### src/pkg/swpm_consts.vh
// Constants for the sleep and wake power manager: register map, fields, timing.
// Assumes a 200 MHz system clock and a 32-bit APB register bus.
`ifndef SWPM_CONSTS_VH
`define SWPM_CONSTS_VH

`define SWPM_CLK_PERIOD_NS   5
`define SWPM_REG_SETTLE_NS   1000
`define SWPM_OSC_SETTLE_NS   2000
`define SWPM_PLL_LOCK_NS     4000
`define SWPM_WDOG_TIMEOUT_NS 1000000

`define SWPM_A_CTRL     12'h000
`define SWPM_A_CLKDIV   12'h004
`define SWPM_A_GATE     12'h008
`define SWPM_A_RETAIN   12'h00C
`define SWPM_A_WAKE_EN  12'h010
`define SWPM_A_TMR_CMP  12'h014
`define SWPM_A_TMR_CNT  12'h018
`define SWPM_A_WAKE_SRC 12'h01C
`define SWPM_A_WDOG_SVC 12'h020
`define SWPM_A_SW_RST   12'h024
`define SWPM_A_STATUS   12'h028
`define SWPM_A_KEY_OUT  12'h02C

`define SWPM_CTRL_SLEEP   0
`define SWPM_CTRL_DEEP    1
`define SWPM_CTRL_WDOG    2
`define SWPM_CTRL_RADIO   3
`define SWPM_CTRL_ALT_REF 4
`define SWPM_CTRL_XTAL32  5

`define SWPM_WS_TIMER 5
`define SWPM_WS_IRQ   4

`define SWPM_WDOG_KEY  32'hA5A5_5A5A
`define SWPM_RST_KEY   32'hDEAD_0001

`define SWPM_BANK_B_BASE 15'h0800
`define SWPM_BANK_C_BASE 15'h2000
`define SWPM_BANK_D_BASE 15'h4000

`define SWPM_CTRL_RST    6'h00
`define SWPM_CLKDIV_RST  8'h00
`define SWPM_GATE_RST    8'hFF
`define SWPM_RETAIN_RST  4'hF
`define SWPM_WAKE_EN_RST 6'h3F
`define SWPM_CMP_RST     32'hFFFF_FFFF
`define SWPM_KEY_OUT_RST 4'hF

`endif

### src/hdl/swpm_top.v
// Sleep and wake power manager: power-up, clocks, sleep, wake timer, watchdog, RAM banks.
// Assumes one 200 MHz clock, synchronous reset, an APB master, and asynchronous pin inputs.
// Operation
// - After hardware reset release and power-on done, bring up regulators then clocks; radio off.
// - Processor clock divider programmable from low rates up to full reference.
// - Reference from default crystal or alternative oscillator with PLL.
// - Per-function clock gating leaves unused logic without clock.
// - Light sleep keeps reference oscillator running; deep sleep stops it.
// - Sleep keeps configuration and powers only RAM selected for retention.
// - Wake runs the regulator then clock recovery before the processor resumes.
// - Transition on any of four keypad wake inputs wakes from either sleep.
// - Asserted internal interrupt can wake the device from sleep.
// - 32-bit wake timer; expiry wakes the device.
// - Deep sleep timer clock selectable: slow internal or 32.768 kHz crystal.
// - Light sleep timer counts from the reference clock.
// - Software-enabled watchdog resets the system when not serviced.
// - Software can request a system reset.
// - RAM split into four banks of 2048, 6144, 8192, 16384 words.
// - Every RAM access takes at least two clock cycles.
// - RAM stalls the requester when a read follows a write.
// - Only the accessed RAM bank receives a clock.
// - In sleep, unselected banks switch off, others go to retention.
// - In reset and sleep, general pins unpowered; keypad pins stay powered.
// - In sleep, four keypad pins hold output state, four wake inputs.
//
// Our own choices: the APB interface to the registers and the register offsets.
`timescale 1ns/10ps
`default_nettype none
`include "swpm_consts.vh"

module swpm_top #(
    parameter integer WDOG_TIMEOUT_NS = `SWPM_WDOG_TIMEOUT_NS
) (
    input  wire        CLOCK,
    input  wire        RST,
    input  wire        PSEL,
    input  wire        PENABLE,
    input  wire        PWRITE,
    input  wire [11:0] PADDR,
    input  wire [31:0] PWDATA,
    output reg  [31:0] PRDATA,
    output reg         PREADY,
    output reg         PSLVERR,
    input  wire        HW_RESET_IN_N,
    input  wire        POR_DONE,
    input  wire [3:0]  KEYPAD_WAKE_PINS,
    input  wire        IRQ_IN,
    input  wire        SLOW_OSC_IN,
    input  wire        XTAL32_IN,
    input  wire        RAM_REQ,
    input  wire        RAM_WE,
    input  wire [14:0] RAM_ADDR,
    output reg         RAM_ACK,
    output reg         RAM_STALL,
    output reg  [3:0]  RAM_BANK_CLK_EN,
    output reg  [3:0]  RAM_PWR_EN,
    output reg  [3:0]  RAM_RETAIN,
    output reg         REG_EN,
    output reg         OSC_EN,
    output reg         PLL_EN,
    output reg         REF_ALT_SEL,
    output reg         CPU_RUN,
    output reg         CPU_CLK_EN,
    output reg  [7:0]  FUNC_CLK_EN,
    output reg         RADIO_PWR,
    output reg         GPIO_PWR,
    output reg  [3:0]  KEY_OUT,
    output reg         SLEEPING,
    output reg         SYS_RST_OUT
);

    localparam integer REG_CYC  = (`SWPM_REG_SETTLE_NS + `SWPM_CLK_PERIOD_NS - 1) / `SWPM_CLK_PERIOD_NS;
    localparam integer OSC_CYC  = (`SWPM_OSC_SETTLE_NS + `SWPM_CLK_PERIOD_NS - 1) / `SWPM_CLK_PERIOD_NS;
    localparam integer PLL_CYC  = (`SWPM_PLL_LOCK_NS + `SWPM_CLK_PERIOD_NS - 1) / `SWPM_CLK_PERIOD_NS;
    localparam integer WDOG_CYC = WDOG_TIMEOUT_NS / `SWPM_CLK_PERIOD_NS;

    localparam [2:0] ST_OFF   = 3'd0;
    localparam [2:0] ST_REG   = 3'd1;
    localparam [2:0] ST_CLK   = 3'd2;
    localparam [2:0] ST_RUN   = 3'd3;
    localparam [2:0] ST_ENTER = 3'd4;
    localparam [2:0] ST_SLEEP = 3'd5;

    localparam [1:0] RS_IDLE  = 2'd0;
    localparam [1:0] RS_STALL = 2'd1;
    localparam [1:0] RS_A1    = 2'd2;
    localparam [1:0] RS_A2    = 2'd3;

    // Two-stage synchronisers; a third stage feeds edge detection only
    reg  [7:0]  sync1_q;
    reg  [7:0]  sync2_q;
    reg  [7:0]  sync3_q;
    wire [7:0]  async_in = {XTAL32_IN, SLOW_OSC_IN, IRQ_IN, POR_DONE, KEYPAD_WAKE_PINS};
    wire [3:0]  key_s    = sync2_q[3:0];
    wire        por_s    = sync2_q[4];
    wire        irq_s    = sync2_q[5];
    wire        hwrst_n_s;
    reg         hw1_q;
    reg         hw2_q;
    assign hwrst_n_s = hw2_q;

    // Configuration
    reg  [5:0]  ctrl_q;
    reg  [7:0]  clkdiv_q;
    reg  [7:0]  gate_q;
    reg  [3:0]  retain_q;
    reg  [5:0]  wake_en_q;
    reg  [31:0] cmp_q;
    reg  [5:0]  wake_src_q;
    reg  [3:0]  key_out_q;
    reg         sleep_go_q;

    reg  [2:0]  st_q;
    reg  [2:0]  st_d;
    reg  [15:0] seq_cnt_q;
    reg  [15:0] seq_cnt_d;
    reg  [31:0] tmr_q;
    reg  [31:0] wdog_q;
    reg  [7:0]  div_cnt_q;
    reg         sys_rst_q;
    reg  [1:0]  rs_q;
    reg  [1:0]  rs_d;
    reg         last_we_q;
    reg  [3:0]  bank_q;

    wire        apb_wr   = PSEL & PENABLE & PREADY & PWRITE;
    wire        apb_setup = PSEL & ~PENABLE;
    wire        rst_all  = RST | sys_rst_q;
    wire        deep     = ctrl_q[`SWPM_CTRL_DEEP];
    wire        slow_sel = ctrl_q[`SWPM_CTRL_XTAL32] ? sync2_q[7] : sync2_q[6];
    wire        slow_prv = ctrl_q[`SWPM_CTRL_XTAL32] ? sync3_q[7] : sync3_q[6];
    wire        slow_tick = slow_sel & ~slow_prv;
    wire [3:0]  key_evt  = (key_s ^ sync3_q[3:0]) & wake_en_q[3:0];
    wire        irq_evt  = irq_s & wake_en_q[`SWPM_WS_IRQ];
    wire        tmr_evt  = (tmr_q == cmp_q) & wake_en_q[`SWPM_WS_TIMER];
    wire        in_sleep = (st_q == ST_SLEEP);
    wire [5:0]  wake_evt = in_sleep ? {tmr_evt, irq_evt, key_evt} : 6'h00;
    wire        wdog_exp = ctrl_q[`SWPM_CTRL_WDOG] & (st_q == ST_RUN) & (wdog_q >= WDOG_CYC);
    wire        swrst_req = apb_wr & (PADDR == `SWPM_A_SW_RST) & (PWDATA == `SWPM_RST_KEY);
    wire        wdog_svc = apb_wr & (PADDR == `SWPM_A_WDOG_SVC) & (PWDATA == `SWPM_WDOG_KEY);

    always @(posedge CLOCK) begin
        if (RST) begin
            sync1_q <= 8'h00;
            sync2_q <= 8'h00;
            sync3_q <= 8'h00;
            hw1_q   <= 1'b0;
            hw2_q   <= 1'b0;
        end else begin
            sync1_q <= async_in;
            sync2_q <= sync1_q;
            sync3_q <= sync2_q;
            hw1_q   <= HW_RESET_IN_N;
            hw2_q   <= hw1_q;
        end
    end

    // Power sequencer
    always @* begin
        st_d      = st_q;
        seq_cnt_d = seq_cnt_q;
        if (seq_cnt_q != 16'h0000) begin
            seq_cnt_d = seq_cnt_q - 16'h0001;
        end
        case (st_q)
            ST_OFF: begin
                if (hwrst_n_s & por_s) begin
                    st_d      = ST_REG;
                    seq_cnt_d = REG_CYC[15:0];
                end
            end
            ST_REG: begin
                if (seq_cnt_q == 16'h0000) begin
                    st_d = ST_CLK;
                    // Alternative reference needs the PLL to lock as well
                    seq_cnt_d = ctrl_q[`SWPM_CTRL_ALT_REF] ? PLL_CYC[15:0] : OSC_CYC[15:0];
                end
            end
            ST_CLK: begin
                if (seq_cnt_q == 16'h0000) begin
                    st_d = ST_RUN;
                end
            end
            ST_RUN: begin
                if (sleep_go_q) begin
                    st_d = ST_ENTER;
                end
            end
            ST_ENTER: begin
                st_d = ST_SLEEP;
            end
            ST_SLEEP: begin
                if (wake_evt != 6'h00) begin
                    st_d      = ST_REG;
                    seq_cnt_d = REG_CYC[15:0];
                end
            end
            default: begin
                st_d = ST_OFF;
            end
        endcase
        if (!hwrst_n_s) begin
            st_d      = ST_OFF;
            seq_cnt_d = 16'h0000;
        end
    end

    // Outputs registered from next state so they follow state with no glue
    always @(posedge CLOCK) begin
        if (rst_all) begin
            st_q        <= ST_OFF;
            seq_cnt_q   <= 16'h0000;
            REG_EN      <= 1'b0;
            OSC_EN      <= 1'b0;
            PLL_EN      <= 1'b0;
            REF_ALT_SEL <= 1'b0;
            CPU_RUN     <= 1'b0;
            RADIO_PWR   <= 1'b0;
            GPIO_PWR    <= 1'b0;
            FUNC_CLK_EN <= 8'h00;
            SLEEPING    <= 1'b0;
            RAM_PWR_EN  <= 4'h0;
            RAM_RETAIN  <= 4'h0;
        end else begin
            st_q        <= st_d;
            seq_cnt_q   <= seq_cnt_d;
            REG_EN      <= (st_d != ST_OFF) & (st_d != ST_SLEEP);
            OSC_EN      <= (st_d == ST_CLK) | (st_d == ST_RUN) | (st_d == ST_ENTER)
                           | ((st_d == ST_SLEEP) & ~deep);
            PLL_EN      <= ctrl_q[`SWPM_CTRL_ALT_REF] & ((st_d == ST_CLK) | (st_d == ST_RUN));
            REF_ALT_SEL <= ctrl_q[`SWPM_CTRL_ALT_REF];
            CPU_RUN     <= (st_d == ST_RUN);
            RADIO_PWR   <= (st_d == ST_RUN) & ctrl_q[`SWPM_CTRL_RADIO];
            GPIO_PWR    <= (st_d == ST_RUN) | (st_d == ST_ENTER);
            FUNC_CLK_EN <= (st_d == ST_RUN) ? gate_q : 8'h00;
            SLEEPING    <= (st_d == ST_SLEEP);
            // Banks not retained are cut in sleep and must be reloaded by boot code
            RAM_PWR_EN  <= (st_d == ST_SLEEP) ? retain_q : 4'hF;
            RAM_RETAIN  <= (st_d == ST_SLEEP) ? retain_q : 4'h0;
        end
    end

    // Processor clock enable: full rate at divide 0
    always @(posedge CLOCK) begin
        if (rst_all) begin
            div_cnt_q  <= 8'h00;
            CPU_CLK_EN <= 1'b0;
        end else if (st_q != ST_RUN) begin
            div_cnt_q  <= 8'h00;
            CPU_CLK_EN <= 1'b0;
        end else if (div_cnt_q >= clkdiv_q) begin
            div_cnt_q  <= 8'h00;
            CPU_CLK_EN <= 1'b1;
        end else begin
            div_cnt_q  <= div_cnt_q + 8'h01;
            CPU_CLK_EN <= 1'b0;
        end
    end

    // Wake timer; restarts on every sleep entry
    always @(posedge CLOCK) begin
        if (rst_all) begin
            tmr_q <= 32'h0000_0000;
        end else if (st_q == ST_ENTER) begin
            tmr_q <= 32'h0000_0000;
        end else if (in_sleep & (tmr_q != cmp_q)) begin
            if (deep) begin
                if (slow_tick) begin
                    tmr_q <= tmr_q + 32'h0000_0001;
                end
            end else begin
                tmr_q <= tmr_q + 32'h0000_0001;
            end
        end
    end

    // Watchdog and software reset; the reset pulse clears everything but itself and the input synchronisers
    always @(posedge CLOCK) begin
        if (RST) begin
            sys_rst_q   <= 1'b0;
            SYS_RST_OUT <= 1'b0;
        end else begin
            sys_rst_q   <= ~sys_rst_q & (wdog_exp | swrst_req);
            SYS_RST_OUT <= ~sys_rst_q & (wdog_exp | swrst_req);
        end
    end

    always @(posedge CLOCK) begin
        if (rst_all) begin
            wdog_q <= 32'h0000_0000;
        end else if (wdog_svc | ~ctrl_q[`SWPM_CTRL_WDOG] | (st_q != ST_RUN)) begin
            wdog_q <= 32'h0000_0000;
        end else begin
            wdog_q <= wdog_q + 32'h0000_0001;
        end
    end

    // Register writes; configuration survives sleep untouched
    always @(posedge CLOCK) begin
        if (rst_all) begin
            ctrl_q     <= `SWPM_CTRL_RST;
            clkdiv_q   <= `SWPM_CLKDIV_RST;
            gate_q     <= `SWPM_GATE_RST;
            retain_q   <= `SWPM_RETAIN_RST;
            wake_en_q  <= `SWPM_WAKE_EN_RST;
            cmp_q      <= `SWPM_CMP_RST;
            key_out_q  <= `SWPM_KEY_OUT_RST;
            sleep_go_q <= 1'b0;
            wake_src_q <= 6'h00;
        end else begin
            sleep_go_q <= apb_wr & (PADDR == `SWPM_A_CTRL) & PWDATA[`SWPM_CTRL_SLEEP];
            if (apb_wr) begin
                if (PADDR == `SWPM_A_CTRL) begin
                    ctrl_q <= PWDATA[5:0];
                end else if (PADDR == `SWPM_A_CLKDIV) begin
                    clkdiv_q <= PWDATA[7:0];
                end else if (PADDR == `SWPM_A_GATE) begin
                    gate_q <= PWDATA[7:0];
                end else if (PADDR == `SWPM_A_RETAIN) begin
                    retain_q <= PWDATA[3:0];
                end else if (PADDR == `SWPM_A_WAKE_EN) begin
                    wake_en_q <= PWDATA[5:0];
                end else if (PADDR == `SWPM_A_TMR_CMP) begin
                    cmp_q <= PWDATA;
                end else if (PADDR == `SWPM_A_KEY_OUT) begin
                    key_out_q <= PWDATA[3:0];
                end
            end
            // A new event in the clearing cycle wins over the clear
            if (apb_wr & (PADDR == `SWPM_A_WAKE_SRC)) begin
                wake_src_q <= (wake_src_q & ~PWDATA[5:0]) | wake_evt;
            end else begin
                wake_src_q <= wake_src_q | wake_evt;
            end
        end
    end

    // Keypad outputs hold their value through sleep
    always @(posedge CLOCK) begin
        if (rst_all) begin
            KEY_OUT <= `SWPM_KEY_OUT_RST;
        end else if (st_q != ST_SLEEP) begin
            KEY_OUT <= key_out_q;
        end
    end

    // APB: read data loaded in setup, one access cycle, no wait states
    always @(posedge CLOCK) begin
        if (rst_all) begin
            PRDATA  <= 32'h0000_0000;
            PREADY  <= 1'b0;
            PSLVERR <= 1'b0;
        end else begin
            PREADY  <= apb_setup;
            PSLVERR <= 1'b0;
            PRDATA  <= 32'h0000_0000;
            if (apb_setup) begin
                if (PADDR == `SWPM_A_CTRL) begin
                    PRDATA <= {26'h000_0000, ctrl_q};
                end else if (PADDR == `SWPM_A_CLKDIV) begin
                    PRDATA <= {24'h00_0000, clkdiv_q};
                end else if (PADDR == `SWPM_A_GATE) begin
                    PRDATA <= {24'h00_0000, gate_q};
                end else if (PADDR == `SWPM_A_RETAIN) begin
                    PRDATA <= {28'h000_0000, retain_q};
                end else if (PADDR == `SWPM_A_WAKE_EN) begin
                    PRDATA <= {26'h000_0000, wake_en_q};
                end else if (PADDR == `SWPM_A_TMR_CMP) begin
                    PRDATA <= cmp_q;
                end else if (PADDR == `SWPM_A_TMR_CNT) begin
                    PRDATA <= tmr_q;
                end else if (PADDR == `SWPM_A_WAKE_SRC) begin
                    PRDATA <= {26'h000_0000, wake_src_q};
                end else if (PADDR == `SWPM_A_STATUS) begin
                    PRDATA <= {28'h000_0000, key_s};
                    PRDATA[6:4] <= st_q;
                end else if (PADDR == `SWPM_A_KEY_OUT) begin
                    PRDATA <= {28'h000_0000, key_out_q};
                end else if ((PADDR != `SWPM_A_WDOG_SVC) && (PADDR != `SWPM_A_SW_RST)) begin
                    PSLVERR <= 1'b1;
                end
            end
        end
    end

    // RAM bank access sequencer
    function [3:0] bank_of;
        input [14:0] addr;
        begin
            if (addr < `SWPM_BANK_B_BASE) begin
                bank_of = 4'h1;
            end else if (addr < `SWPM_BANK_C_BASE) begin
                bank_of = 4'h2;
            end else if (addr < `SWPM_BANK_D_BASE) begin
                bank_of = 4'h4;
            end else begin
                bank_of = 4'h8;
            end
        end
    endfunction

    always @* begin
        rs_d = rs_q;
        case (rs_q)
            RS_IDLE: begin
                if (RAM_REQ & (st_q == ST_RUN)) begin
                    rs_d = (~RAM_WE & last_we_q) ? RS_STALL : RS_A1;
                end
            end
            RS_STALL: begin
                rs_d = RS_A1;
            end
            RS_A1: begin
                rs_d = RS_A2;
            end
            default: begin
                rs_d = RS_IDLE;
            end
        endcase
    end

    always @(posedge CLOCK) begin
        if (rst_all) begin
            rs_q            <= RS_IDLE;
            last_we_q       <= 1'b0;
            bank_q          <= 4'h0;
            RAM_ACK         <= 1'b0;
            RAM_STALL       <= 1'b0;
            RAM_BANK_CLK_EN <= 4'h0;
        end else begin
            rs_q      <= rs_d;
            RAM_ACK   <= (rs_d == RS_A2);
            RAM_STALL <= (rs_d == RS_STALL);
            if ((rs_q == RS_IDLE) && (rs_d != RS_IDLE)) begin
                bank_q <= bank_of(RAM_ADDR);
            end
            if (rs_q == RS_A2) begin
                last_we_q <= RAM_WE;
            end
            // Only the addressed bank is clocked, and only for the access
            if ((rs_d == RS_A1) || (rs_d == RS_A2)) begin
                RAM_BANK_CLK_EN <= (rs_q == RS_IDLE) ? bank_of(RAM_ADDR) : bank_q;
            end else begin
                RAM_BANK_CLK_EN <= 4'h0;
            end
        end
    end

endmodule
`default_nettype wire

### config.mk
export PLATFORM = sky130hd
export DESIGN_NAME = swpm_top
export DESIGN_NICKNAME = d
export VERILOG_FILES = /design/src/hdl/swpm_top.v
export VERILOG_INCLUDE_DIRS = /design/src /design/src/pkg
export SDC_FILE = /design/constraint.sdc
export NUM_CORES = 1
export LEC_CHECK = 0
export BUFFER_PORTS_ARGS = -buffer_cell sky130_fd_sc_hd__buf_2
export CORE_ASPECT_RATIO = 0.5
export CORE_UTILIZATION = 52
export CTS_CLUSTER_SIZE = 30
export DETAILED_ROUTE_END_ITERATION = 7
export PLACE_DENSITY_LB_ADDON = 0.08
export REMOVE_ABC_BUFFERS = 1
export SETUP_SLACK_MARGIN = 0.1
export SLEW_MARGIN = 10
export SYNTH_ARGS = -nofsm -noshare
export SYNTH_HDL_FRONTEND = slang
export SYNTH_SLANG_ARGS = --single-unit
### constraint.sdc
create_clock -name CLOCK -period 2.2 [get_ports CLOCK]
set_input_delay 0.11 -clock CLOCK [delete_from_list [all_inputs] [get_ports CLOCK]]
set_output_delay 0.11 -clock CLOCK [all_outputs]
set_load 0.01 [all_outputs]
After elaboration in Yosys (flattened, before gate mapping) --
Cells that the tools add are included.
Storage, ports and cells: output and inout port bits 70, input port bits 75, bits in registers 269, word-level logic and storage cells 215
Operators by class: bitwise operators 56, $lt $le $gt $ge 5, $add $sub $neg 4, eq/ne operators 36, muxes and demuxes 39, reductions and logical operators 31
Operators with widths (count):
- 32-bit two-way mux | 4
- 32-bit by 1-bit adder with 32-bit output (second input constant) | 2
- 32-bit equality test (second input constant) | 2
- 16-bit two-way mux | 4
- 12-bit by 5-bit equality test with 1-bit output (second input constant) | 4
- 12-bit by 6-bit equality test with 1-bit output (second input constant) | 4
- 16-bit case mux with 3 select lines | 1
- 32-bit equality test | 1
- 32-bit by 18-bit greater-or-equal comparator with 1-bit output (second input constant) | 1
- 8-bit two-way mux | 4
- 32-bit != test | 1
- 1-bit bitwise AND | 25
- 12-bit by 4-bit equality test with 1-bit output (second input constant) | 2
- 4-bit two-way mux | 6
- 12-bit by 6-bit != test with 1-bit output (second input constant) | 2
- 3-bit two-way mux | 6
- 6-bit two-way mux | 3
- 3-bit case mux with 6 select lines | 1
- 1-bit inverter | 17
- 16-bit zero test | 1
- 16-bit nonzero test | 1
- 2-bit OR reduction | 8
- 16-bit by 1-bit subtractor with 16-bit output (second input constant) | 1
- 15-bit by 12-bit < comparator with 1-bit output (second input constant) | 1
- other kinds (42) | 69

Longest topological paths before layout --
Gate-level depths: netlist of the first run.
depth in word-level cells 11, depth in mapped cells 11, depth with buffers taken out 9

Least setup slack after synthesis of the first run --
No wires, ideal clock.
path type register to register, start register wdog_q[0], end register wdog_q[26], arrival time 2183 ps, setup slack -53 ps, clock period less this slack 2253 ps, cell stages (with the launch flop) 9, buffers on the path 1, data required time 2129 ps, cells stage by stage dfxtp_1 ha_1 nand2_1 or3_4 or3b_4 or2_1 buf_6 or3_1 a21oi_1
Between the ends: word-level cells in the longest chain between the ends 1
RTL lines:
- from (decl) | RTL line swpm_top.v:118 | reg [31:0] wdog_q;
- from (signal assigned) | RTL line swpm_top.v:294 | wdog_q <= wdog_q + 32'h0000_0001;
- 32-bit by 1-bit adder with 32-bit output | RTL line swpm_top.v:294
Every way passes these cells. A chain may end at the register's enable or synchronous reset.

Worst setup path after layout of the first run --
start register tmr_q[16], end register tmr_q[18]
Between the ends: word-level cells in the longest chain between the ends 3
RTL lines:
- from (decl) | RTL line swpm_top.v:117 | reg [31:0] tmr_q;
- from (signal assigned) | RTL line swpm_top.v:269 | tmr_q <= tmr_q + 32'h0000_0001;
- from (signal assigned) | RTL line swpm_top.v:272 | tmr_q <= tmr_q + 32'h0000_0001;
- 32-bit by 1-bit adder with 32-bit output / 32-bit != test (equally long branches) | RTL line swpm_top.v:269, swpm_top.v:272, swpm_top.v:266
- 32-bit two-way mux / 1-bit bitwise AND (equally long branches) | RTL line swpm_top.v:268, swpm_top.v:266
- 32-bit two-way mux / 2-bit AND reduction (equally long branches)
Several ways; a longest one is shown, not always the timed one. The select of a mux whose other input is x is not followed.

==> results of run 1 <==
[worst max path at each step]
stage                    from             to
floorplan           sys_rst_q      tmr_q[10]
global placement    tmr_q[28]         REG_EN
detailed placement  tmr_q[28]  seq_cnt_q[11]
CTS                 tmr_q[28]   seq_cnt_q[7]
global route        tmr_q[16]      tmr_q[18]
finish              tmr_q[16]      tmr_q[18]
[kinds of logic (layout without fill, tap and decap cells)]
family	count (synthesis)	in the layout	share of synthesized area
XOR/XNOR	104	104	0.0808
AO/OA/AOI/OAI	192	192	0.113
flip-flops	267	267	0.474
buffers and inverters	110	414	0.0381
adder cells (fa/ha/maj)	19	19	0.0211
AND/OR/NAND/NOR	586	587	0.249
multiplexers	27	27	0.0244
[registers in the layout (all words and copies together) (netlist names), 2 cells and up]
| signal | cells |
|---|---|
| RAM_BANK_CLK_EN | 4 |
| wake_src_q | 6 |
| wake_en_q | 6 |
| FUNC_CLK_EN | 8 |
| tmr_q | 32 |
| bank_q | 4 |
| ctrl_q | 6 |
| clkdiv_q | 8 |
| retain_q | 4 |
| key_out_q | 4 |
| gate_q | 8 |
| sync3_q | 6 |
| RAM_PWR_EN | 4 |
| sync2_q | 8 |
| rs_q | 2 |
| seq_cnt_q | 16 |
| KEY_OUT | 4 |
| wdog_q | 32 |
| st_q | 3 |
| cmp_q | 32 |
| sync1_q | 8 |
| RAM_RETAIN | 4 |
| div_cnt_q | 8 |
| PRDATA | 32 |
[area by class of cell]
type,count,area (µm²),area share
Timing Repair Buffer,325,2340,0.156
Clock inverter,5,103,0.00685
Multi-Input combinational cell,929,5910,0.394
Tap cell,292,365,0.0244
Sequential cell,267,5360,0.358
Clock buffer,38,724,0.0484
Inverter,46,173,0.0115
[where the power goes]
part,switching [mW],internal [mW]
combinational,0.630,0.447
clock,1.85,2.61
sequential,0.0522,4.91
total,2.53,7.97
[synthesized netlist by cell type, types with 23 or more instances]
library cell  number
dfxtp_1          267
nor2_1           162
nand2_1          159
nand3_1           75
xor2_1            64
clkbuf_1          53
inv_1             46
a21oi_1           43
xnor2_1           40
a22oi_1           33
nor4_1            33
nor2b_1           32
o21ai_0           32
nor3_1            29
o211ai_1          27
mux2i_1           23
[metrics by stage]
| step | hold slack [ns] | instance area, µm² |
|---|---|---|
| after global routing | 0.111 | 15000 |
| after global placement | 0.316 | 13100 |
| final | 0.0780 | 15000 |
| after CTS | 0.0597 | 14600 |
| after floorplan | 0.182 | 11000 |
| after detailed placement | 0.327 | 13100 |
[routing by layer]
metal | track usage | wire length, µm
met1 | 0.390 | 14800
met2 | 0.508 | 16300
met3 | 0.0747 | 2760
met4 | 0.0954 | 1000
met5 | 0 | 0
[critical path, stage by stage, from the launching register on]
cell	delay [ns]
dfxtp_4	0.36
xor2_1	0.17
nor4_2	0.34
buf_4	0.17
nand4_1	0.10
buf_6	0.17
o2111ai_4	0.26
buf_6	0.19
nor3_2	0.05
xnor2_1	0.21
nor2_1	0.08
[timing repair]
item	CTS	global route
pin swaps	10	29
setup buffers	4	6
endpoints found under the hold margin	69	0
setup endpoints to repair	67	114
hold buffers	53	0
resized for setup	40	73
cloned	3	1
==> flow_metrics.py, run 1 <==
metrics = {
    "status": {
        "status": "finished, violations left",
        "violations": "setup timing",
    },
    "synthesis": {
        "yosysTopAreaCell": "dfxtp_1",
        "yosysUniqueCellTypes": 65,
        "ys_ff_latch": 267,
        "synthFlopType": "dfxtp_1",
        "synthTopCellsByArea": "dfxtp_1 47%, nor2_1 5.4%, nand2_1 5.3%",
        "synth_top_area_frac": 0.474,
        "synth_edf_count": 0,
        "yosysWarnings": 0,
        "async_flop_share": 0,
        "syn_area_um2": 11300,
        "ys_seq_area_frac": 0.474,
        "syn-mean-instance-area_um2": 8.64,
        "syn_inst": 1305,
    },
    "setup_path": {
        "required_ns": 2.61,
        "timing.rr.start": "tmr_q[16]",
        "ff2ff_path_depth": 10,
        "cp_max_fo": 5,
        "startpoint_type": "flop",
        "reg2reg_to": "tmr_q[18]",
        "r2r_slack_ns": -0.04,
        "end_kind": "flop",
        "worstPathArrival_ns": 2.64,
        "path_class": "flop to flop",
    },
    "floorplan": {
        "row_count": 37,
        "die_w_um": 210,
        "io_pins": 145,
        "die_area_um2": 22300,
        "initial_utilization": 0.540,
        "dieHeight_um": 106,
        "core_um2": 20900,
    },
    "pwr": {
        "power.leakage_nw": 6.04,
        "powerDensity_nw_per_um2": 701,
        "vdd_drop_max_uv": 513,
        "finalPower_mw": 10.5,
    },
    "global_routing": {
        "track_usage": 0.305,
        "grt_pass1_wl_mm": 53.7,
        "antenna_found_initial": 0,
        "overflow": 0,
        "grt_max_degree": 44,
        "grt_pass1_vias": 10319,
    },
    "cts": {
        "cts.sinks": 267,
        "cts_made_buffers": 24,
        "tritoncts": "yes",
        "clk_latency_ns": 0.55,
        "cts.htree.levels": 1,
        "cts-root-buf": "clkbuf_16",
        "clock_path_buffers": 3,
        "clk_pin_slew_ns": 0.07,
    },
    "detailed_routing": {
        "drc_errors": 0,
        "routedWlPerCell_um": 18.4,
        "drt_first_iter_violations": 857,
        "wirelength_mm": 34.9,
        "dr.pass1.iters": 5,
        "antenna_left": 0,
        "vias": 10690,
        "viasPerCell": 5.62,
    },
    "worst_hold_path": {
        "hold-path-cell-count": 4,
        "hold_class": "input port to flop",
        "hold-path-endpoint": "PRDATA[1]",
        "hold_start": "PADDR[3]",
    },
    "final_layout": {
        "post-route-util": 0.717,
        "fin_cells": 1902,
        "drive_gt1_frac": 0.247,
        "final_common_cell": "dfxtp_1",
        "diodes": 0,
        "syn_to_final_growth_pct": 32.8,
        "fillers": 1654,
        "final_cell_mix": "255 x dfxtp_1, 155 x nand2_1, 152 x nor2_1",
        "fin_nets": 1687,
    },
    "placement": {
        "dp_cells": 1792,
        "numPortBuffers": 133,
        "gp_congestion": 0.977,
        "dp_slack_ns": -0.169,
        "dp_hpwl_mm": 24.2,
    },
    "timing": {
        "tns_ns": -0.0947,
        "max_freq_ghz": 0.447,
        "fin_ws_ns": -0.0368,
        "skew_ns": 0.0203,
        "rsz0062_at_grt": "yes",
        "slew_headroom": 0.656,
        "hold_violations": 0,
        "setup_viol": 3,
        "min_period_ns": 2.24,
        "worst_pin_slew_ns": 0.514,
        "post-route-period-util": 1.02,
        "drv_slew": 0,
    },
    "run": {
        "maxCapViolations": 0,
    },
}
No activity file was read; power rests on OpenSTA's default activity.
==> run 2: changes to the inputs <==
--- a/config.mk
+++ b/config.mk
@@ -13,7 +13,7 @@
 export DETAILED_ROUTE_END_ITERATION = 7
 export PLACE_DENSITY_LB_ADDON = 0.08
 export REMOVE_ABC_BUFFERS = 1
-export SETUP_SLACK_MARGIN = 0.1
+export SETUP_SLACK_MARGIN = 0.3
 export SLEW_MARGIN = 10
 export SYNTH_ARGS = -nofsm -noshare
 export SYNTH_HDL_FRONTEND = slang
==> flow_metrics.py, run 2 (synthesis results as in run 1) <==
metrics = {
    "pwr": {
        "powerDensity_nw_per_um2": 696,
        "power.leakage_nw": 6.22,
        "vdd_drop_max_uv": 513,
    },
    "setup_path": {
        "cp_max_fo": 5,
        "worst-path-buf-inv": 5,
        "worstPathArrival_ns": 2.57,
        "crit_family": "buffers and inverters",
        "required_ns": 2.61,
        "cp_common_cell": "buf_6",
        "path_class": "flop to flop",
        "crit_chain": "xor2_1, nor4_2, buf_4, nand4_1, buf_6, buf_6, nor3_4, o31ai_4, buf_6, buf_6, nand2_2, a21oi_2",
        "startpoint_type": "flop",
        "slowest_delay_ns": 0.35,
        "end_kind": "flop",
        "crit_path_top_delay_cell": "nor4_2",
    },
    "floorplan": {
        "die_w_um": 210,
        "row_count": 37,
        "io_pins": 145,
        "initial_utilization": 0.540,
        "dieHeight_um": 106,
        "core_um2": 20900,
        "die_area_um2": 22300,
    },
    "worst_hold_path": {
        "hold_class": "input port to flop",
    },
    "final_layout": {
        "syn_to_final_growth_pct": 36.6,
        "fin_cells": 1918,
        "final_common_cell": "dfxtp_1",
        "diodes": 0,
        "drive_gt1_frac": 0.285,
        "fin_nets": 1703,
        "final_cell_mix": "246 x dfxtp_1, 152 x nand2_1, 144 x nor2_1",
    },
    "detailed_routing": {
        "routedWlPerCell_um": 18.7,
        "wirelength_mm": 35.8,
        "viasPerCell": 5.64,
        "drc_errors": 0,
        "antenna_left": 0,
        "drt_first_iter_violations": 935,
        "vias": 10811,
        "dr.pass1.iters": 5,
    },
    "placement": {
        "dp_hpwl_mm": 24.2,
        "dp_cells": 1792,
        "numPortBuffers": 133,
        "dp_slack_ns": -0.169,
        "gp_congestion": 0.977,
    },
    "timing": {
        "min_period_ns": 2.15,
        "setup_viol": 0,
        "hold_violations": 0,
        "skew_ns": 0.0159,
        "post-route-period-util": 0.977,
        "fin_ws_ns": 0.0497,
        "worst_pin_slew_ns": 0.542,
        "drv_slew": 0,
        "slew_headroom": 0.639,
        "rsz0062_at_grt": "yes",
        "max_freq_ghz": 0.465,
    },
    "global_routing": {
        "overflow": 0,
        "track_usage": 0.310,
        "antenna_found_initial": 0,
        "grt_pass1_vias": 10416,
        "grt_max_degree": 44,
        "grt_pass1_wl_mm": 54.6,
    },
    "status": {
        "status": "complete, no violations",
    },
    "run": {
        "maxCapViolations": 0,
    },
    "cts": {
        "clk_latency_ns": 0.55,
        "clk_pin_slew_ns": 0.07,
        "tritoncts": "yes",
        "cts_made_buffers": 24,
        "clock_path_buffers": 3,
        "cts.sinks": 267,
        "cts.htree.levels": 1,
        "cts-root-buf": "clkbuf_16",
    },
}
-- run 2: cell types whose count changed in the layout (fill, tap and decap cells not counted), sizes merged --
cell,change
buf,+16
clkbuf,+1
dlygate4sd3,-1
-- run 2: worst paths after layout --
path | cells past startpoint | slack (ns) | from | endpoint
max | 12 | 0.05 | tmr_q[17] | seq_cnt_q[5]
min | 5 | 0.08 | PADDR[4] | PRDATA[1]
max reg2reg | 12 | 0.05 | tmr_q[17] | seq_cnt_q[5]
min reg2reg | 1 | 0.44 | sync1_q[3] | sync2_q[3]
-- run 2: routing by layer --
layer	GRT usage	wire length (µm)	vias to the layer above	share of wire
met5	0	0	-	0
met4	0.0834	981	0	0.027
met3	0.0677	2550	89	0.071
met2	0.525	17000	369	0.48
met1	0.399	15200	5237	0.43
li1	-	-	5116	-
-- run 2: stage by stage --
| stage | power [mW] | area, µm² | hold WS, ns | utilization | setup TNS (ns) |
|---|---|---|---|---|---|
| after CTS | 10.6 | 14900 | 0.0175 | 0.712 | 0 |
| after floorplan | 5.57 | 11000 | 0.182 | - | -241.50 |
| final | 10.7 | 15400 | 0.0750 | 0.737 | 0 |
| after global placement | 5.89 | 13100 | 0.316 | 0.626 | -0.823 |
| after global routing | 11.1 | 15400 | 0.112 | 0.737 | -0.701 |
| after detailed placement | 5.93 | 13100 | 0.327 | 0.626 | -2.70 |
-- run 2: cell type report --
| type | instances | area (µm²) |
|---|---|---|
| clock inverters | 5 | 103 |
| multi-input cells | 929 | 6130 |
| fillers | 1577 | 5480 |
| repair buffers | 341 | 2530 |
| well taps | 292 | 365 |
| inverters | 46 | 173 |
| flip-flops and latches | 267 | 5380 |
| clock buffers | 38 | 724 |
-- run 2: report_power, final --
group          switching [mW]  leakage (nW)  internal, mW  total [mW]
logic                   0.702          3.65         0.583        1.29
clock network            1.86         0.400          2.61        4.46
registers              0.0530          2.17          4.91        4.97
total                    2.61          6.22          8.10        10.7
-- run 2: worst min-delay path, stage by stage --
cell and delay, ns:
buf_2 0.10, nor4_2 0.05, buf_4 0.14, o2111ai_1 0.10, a31oi_1 0.08
-- run 2: repair_timing --
action,in CTS,in global routing
endpoints found under the hold margin,69,0
setup buffers,16,11
hold buffers,52,0
gates cloned,2,2
pin swaps,44,37
setup endpoints to repair,123,124
resized for setup,92,100
==> run 3: changes to the inputs <==
--- a/config.mk
+++ b/config.mk
@@ -6,11 +6,11 @@
 export SDC_FILE = /design/constraint.sdc
 export NUM_CORES = 1
 export LEC_CHECK = 0
-export BUFFER_PORTS_ARGS = -buffer_cell sky130_fd_sc_hd__buf_2
 export CORE_ASPECT_RATIO = 0.5
-export CORE_UTILIZATION = 52
+export CORE_UTILIZATION = 55
 export CTS_CLUSTER_SIZE = 30
 export DETAILED_ROUTE_END_ITERATION = 7
+export DONT_BUFFER_PORTS = 1
 export PLACE_DENSITY_LB_ADDON = 0.08
 export REMOVE_ABC_BUFFERS = 1
 export SETUP_SLACK_MARGIN = 0.3
==> flow_metrics.py, run 3 (synthesis results as in run 1) <==
metrics = {
    "timing": {
        "drv_slew": 0,
        "post-route-period-util": 0.997,
        "skew_ns": 0.0232,
        "hold_violations": 0,
        "rsz0062_at_grt": "yes",
        "min_period_ns": 2.19,
        "slew_headroom": 0.339,
        "max_freq_ghz": 0.456,
        "setup_viol": 0,
        "tns_ns": 0,
        "worst_pin_slew_ns": 0.992,
    },
    "pwr": {
        "powerDensity_nw_per_um2": 708,
        "vdd_drop_max_uv": 530,
        "power.leakage_nw": 5.50,
    },
    "global_routing": {
        "gr-usage-met3": 0.0648,
        "globalRouteMet2Util": 0.536,
        "top_usage_layer": "met2",
        "grt_max_degree": 40,
        "use_met1": 0.421,
        "grt_pass1_vias": 9602,
        "track_usage": 0.320,
        "overflow": 0,
        "grt_pass1_wl_mm": 52.3,
        "antenna_found_initial": 2,
    },
    "setup_path": {
        "cp_max_fo": 6,
        "required_ns": 2.63,
        "r2r_slack_ns": 0.006,
        "reg2reg_to": "tmr_q[18]",
        "crit_chain": "xor2_1, nor4_1, nand4_1, buf_6, o2111ai_4, buf_6, nor3_1, xnor2_1, nor2_1",
        "startpoint_type": "flop",
        "worstPathArrival_ns": 2.62,
        "timing.rr.start": "tmr_q[23]",
        "slowest_delay_ns": 0.41,
        "cp_common_cell": "buf_6",
        "crit_path_top_delay_cell": "nor4_1",
        "ff2ff_path_depth": 9,
        "end_kind": "flop",
        "path_class": "flop to flop",
    },
    "floorplan": {
        "initial_utilization": 0.570,
        "io_pins": 145,
        "die_w_um": 204,
        "row_count": 36,
        "core_um2": 19800,
        "die_area_um2": 21100,
        "dieHeight_um": 103,
    },
    "worst_hold_path": {
        "hold-path-endpoint": "clkdiv_q[2]",
        "hold-path-cell-count": 3,
        "hold_class": "input port to flop",
        "hold_start": "PADDR[2]",
    },
    "detailed_routing": {
        "drc_errors": 0,
        "vias": 10229,
        "drt_first_iter_violations": 941,
        "routedWlPerCell_um": 19.8,
        "dr.pass1.iters": 7,
        "viasPerCell": 5.86,
        "wirelength_mm": 34.7,
        "antenna_left": 0,
    },
    "placement": {
        "dp_hpwl_mm": 23.2,
        "numPortBuffers": 0,
        "dp_cells": 1628,
        "gp_congestion": 0.948,
        "dpl_cell_area_um2": 12300,
    },
    "final_layout": {
        "final_common_cell": "dfxtp_1",
        "fin_cells": 1746,
        "fin_nets": 1557,
        "finalInstanceArea_um2": 14400,
        "syn_to_final_growth_pct": 28.0,
        "final_cell_mix": "248 x dfxtp_1, 157 x nand2_1, 148 x nor2_1",
        "drive_gt1_frac": 0.198,
    },
    "cts": {
        "cts.htree.levels": 1,
        "cts_made_buffers": 24,
        "cts-root-buf": "clkbuf_16",
        "clock_path_buffers": 3,
        "cts.sinks": 267,
        "clk_pin_slew_ns": 0.07,
        "clk_latency_ns": 0.55,
        "tritoncts": "yes",
    },
    "status": {
        "status": "complete, no violations",
    },
    "run": {
        "maxCapViolations": 0,
    },
}
[run 3: cell types whose count changed in the layout (fill, tap and decap cells not counted), moves of 5 or more]
cell     previous run  this run
buf_2             133         0
nand3_1            66        72
buf_6              24        13
nand2_1           152       157
nand2_2             7         2
nand3_2             8         1
[run 3: final cells by class]
| class | instances | area, µm² |
|---|---|---|
| Multi-Input combinational cell | 928 | 6030 |
| Sequential cell | 267 | 5370 |
| Inverter | 46 | 173 |
| Timing Repair Buffer | 196 | 1750 |
| Clock inverter | 7 | 88.8 |
| Fill cell | 1443 | 5340 |
| Antenna cell | 2 | 5.00 |
| Clock buffer | 34 | 679 |
| Tap cell | 266 | 333 |
[run 3: worst max-delay path by stage]
stage / endpoint / from
floorplan: tmr_q[10] / sys_rst_q
global placement: wdog_q[22] / wdog_q[0]
detailed placement: wdog_q[30] / wdog_q[4]
CTS: tmr_q[16] / tmr_q[13]
global route: tmr_q[18] / tmr_q[13]
finish: tmr_q[18] / tmr_q[23]
[run 3: where the power goes]
| group | leakage, nW | switching, mW | internal (mW) |
|---|---|---|---|
| Clock | 0.379 | 1.85 | 2.38 |
| Sequential | 2.17 | 0.0704 | 4.92 |
| Combinational | 2.96 | 0.561 | 0.442 |
[run 3: timing repair]
action                                  4_1_cts  5_1_grt
gates cloned                                  3        0
gates resized for setup                      66       86
pin swaps                                    31       33
endpoints found under the hold margin       119        1
endpoints found under the setup margin      130      154
hold buffers                                 52        1
setup buffers                                11        8
[run 3: worst max-delay path, delay by kind of cell, from the launching register on]
kind                      cells  cell delay (ns)
buffers and inverters         2             0.39
AOI/OAI and AO/OA             1             0.26
and+or+nand+nor               4             0.73
xor gates and xnor gates      2             0.34
DFF                           1             0.33
[run 3: routing by layer]
layer	up-vias	wire, µm	part of all wire
met5	-	0	0
li1	4825	-	-
met2	398	16200	0.47
met3	80	2590	0.075
met4	0	856	0.025
met1	4926	15000	0.43
[run 3: stage by stage]
| stage | util | setup WS [ns] | power, mW | hold slack, ns |
|---|---|---|---|---|
| 2_1_floorplan | - | -2.10 | 5.57 | 0.182 |
| 3_3_place_gp | 0.624 | 0.0292 | 5.79 | 0.184 |
| 3_5_place_dp | 0.624 | -0.0647 | 5.82 | 0.186 |
| 4_1_cts | 0.708 | 0.0409 | 10.2 | 0.00303 |
| 5_1_grt | 0.730 | -0.0806 | 10.5 | 0.0240 |
| 6_report | 0.730 | 0.00589 | 10.2 | 0.0310 |
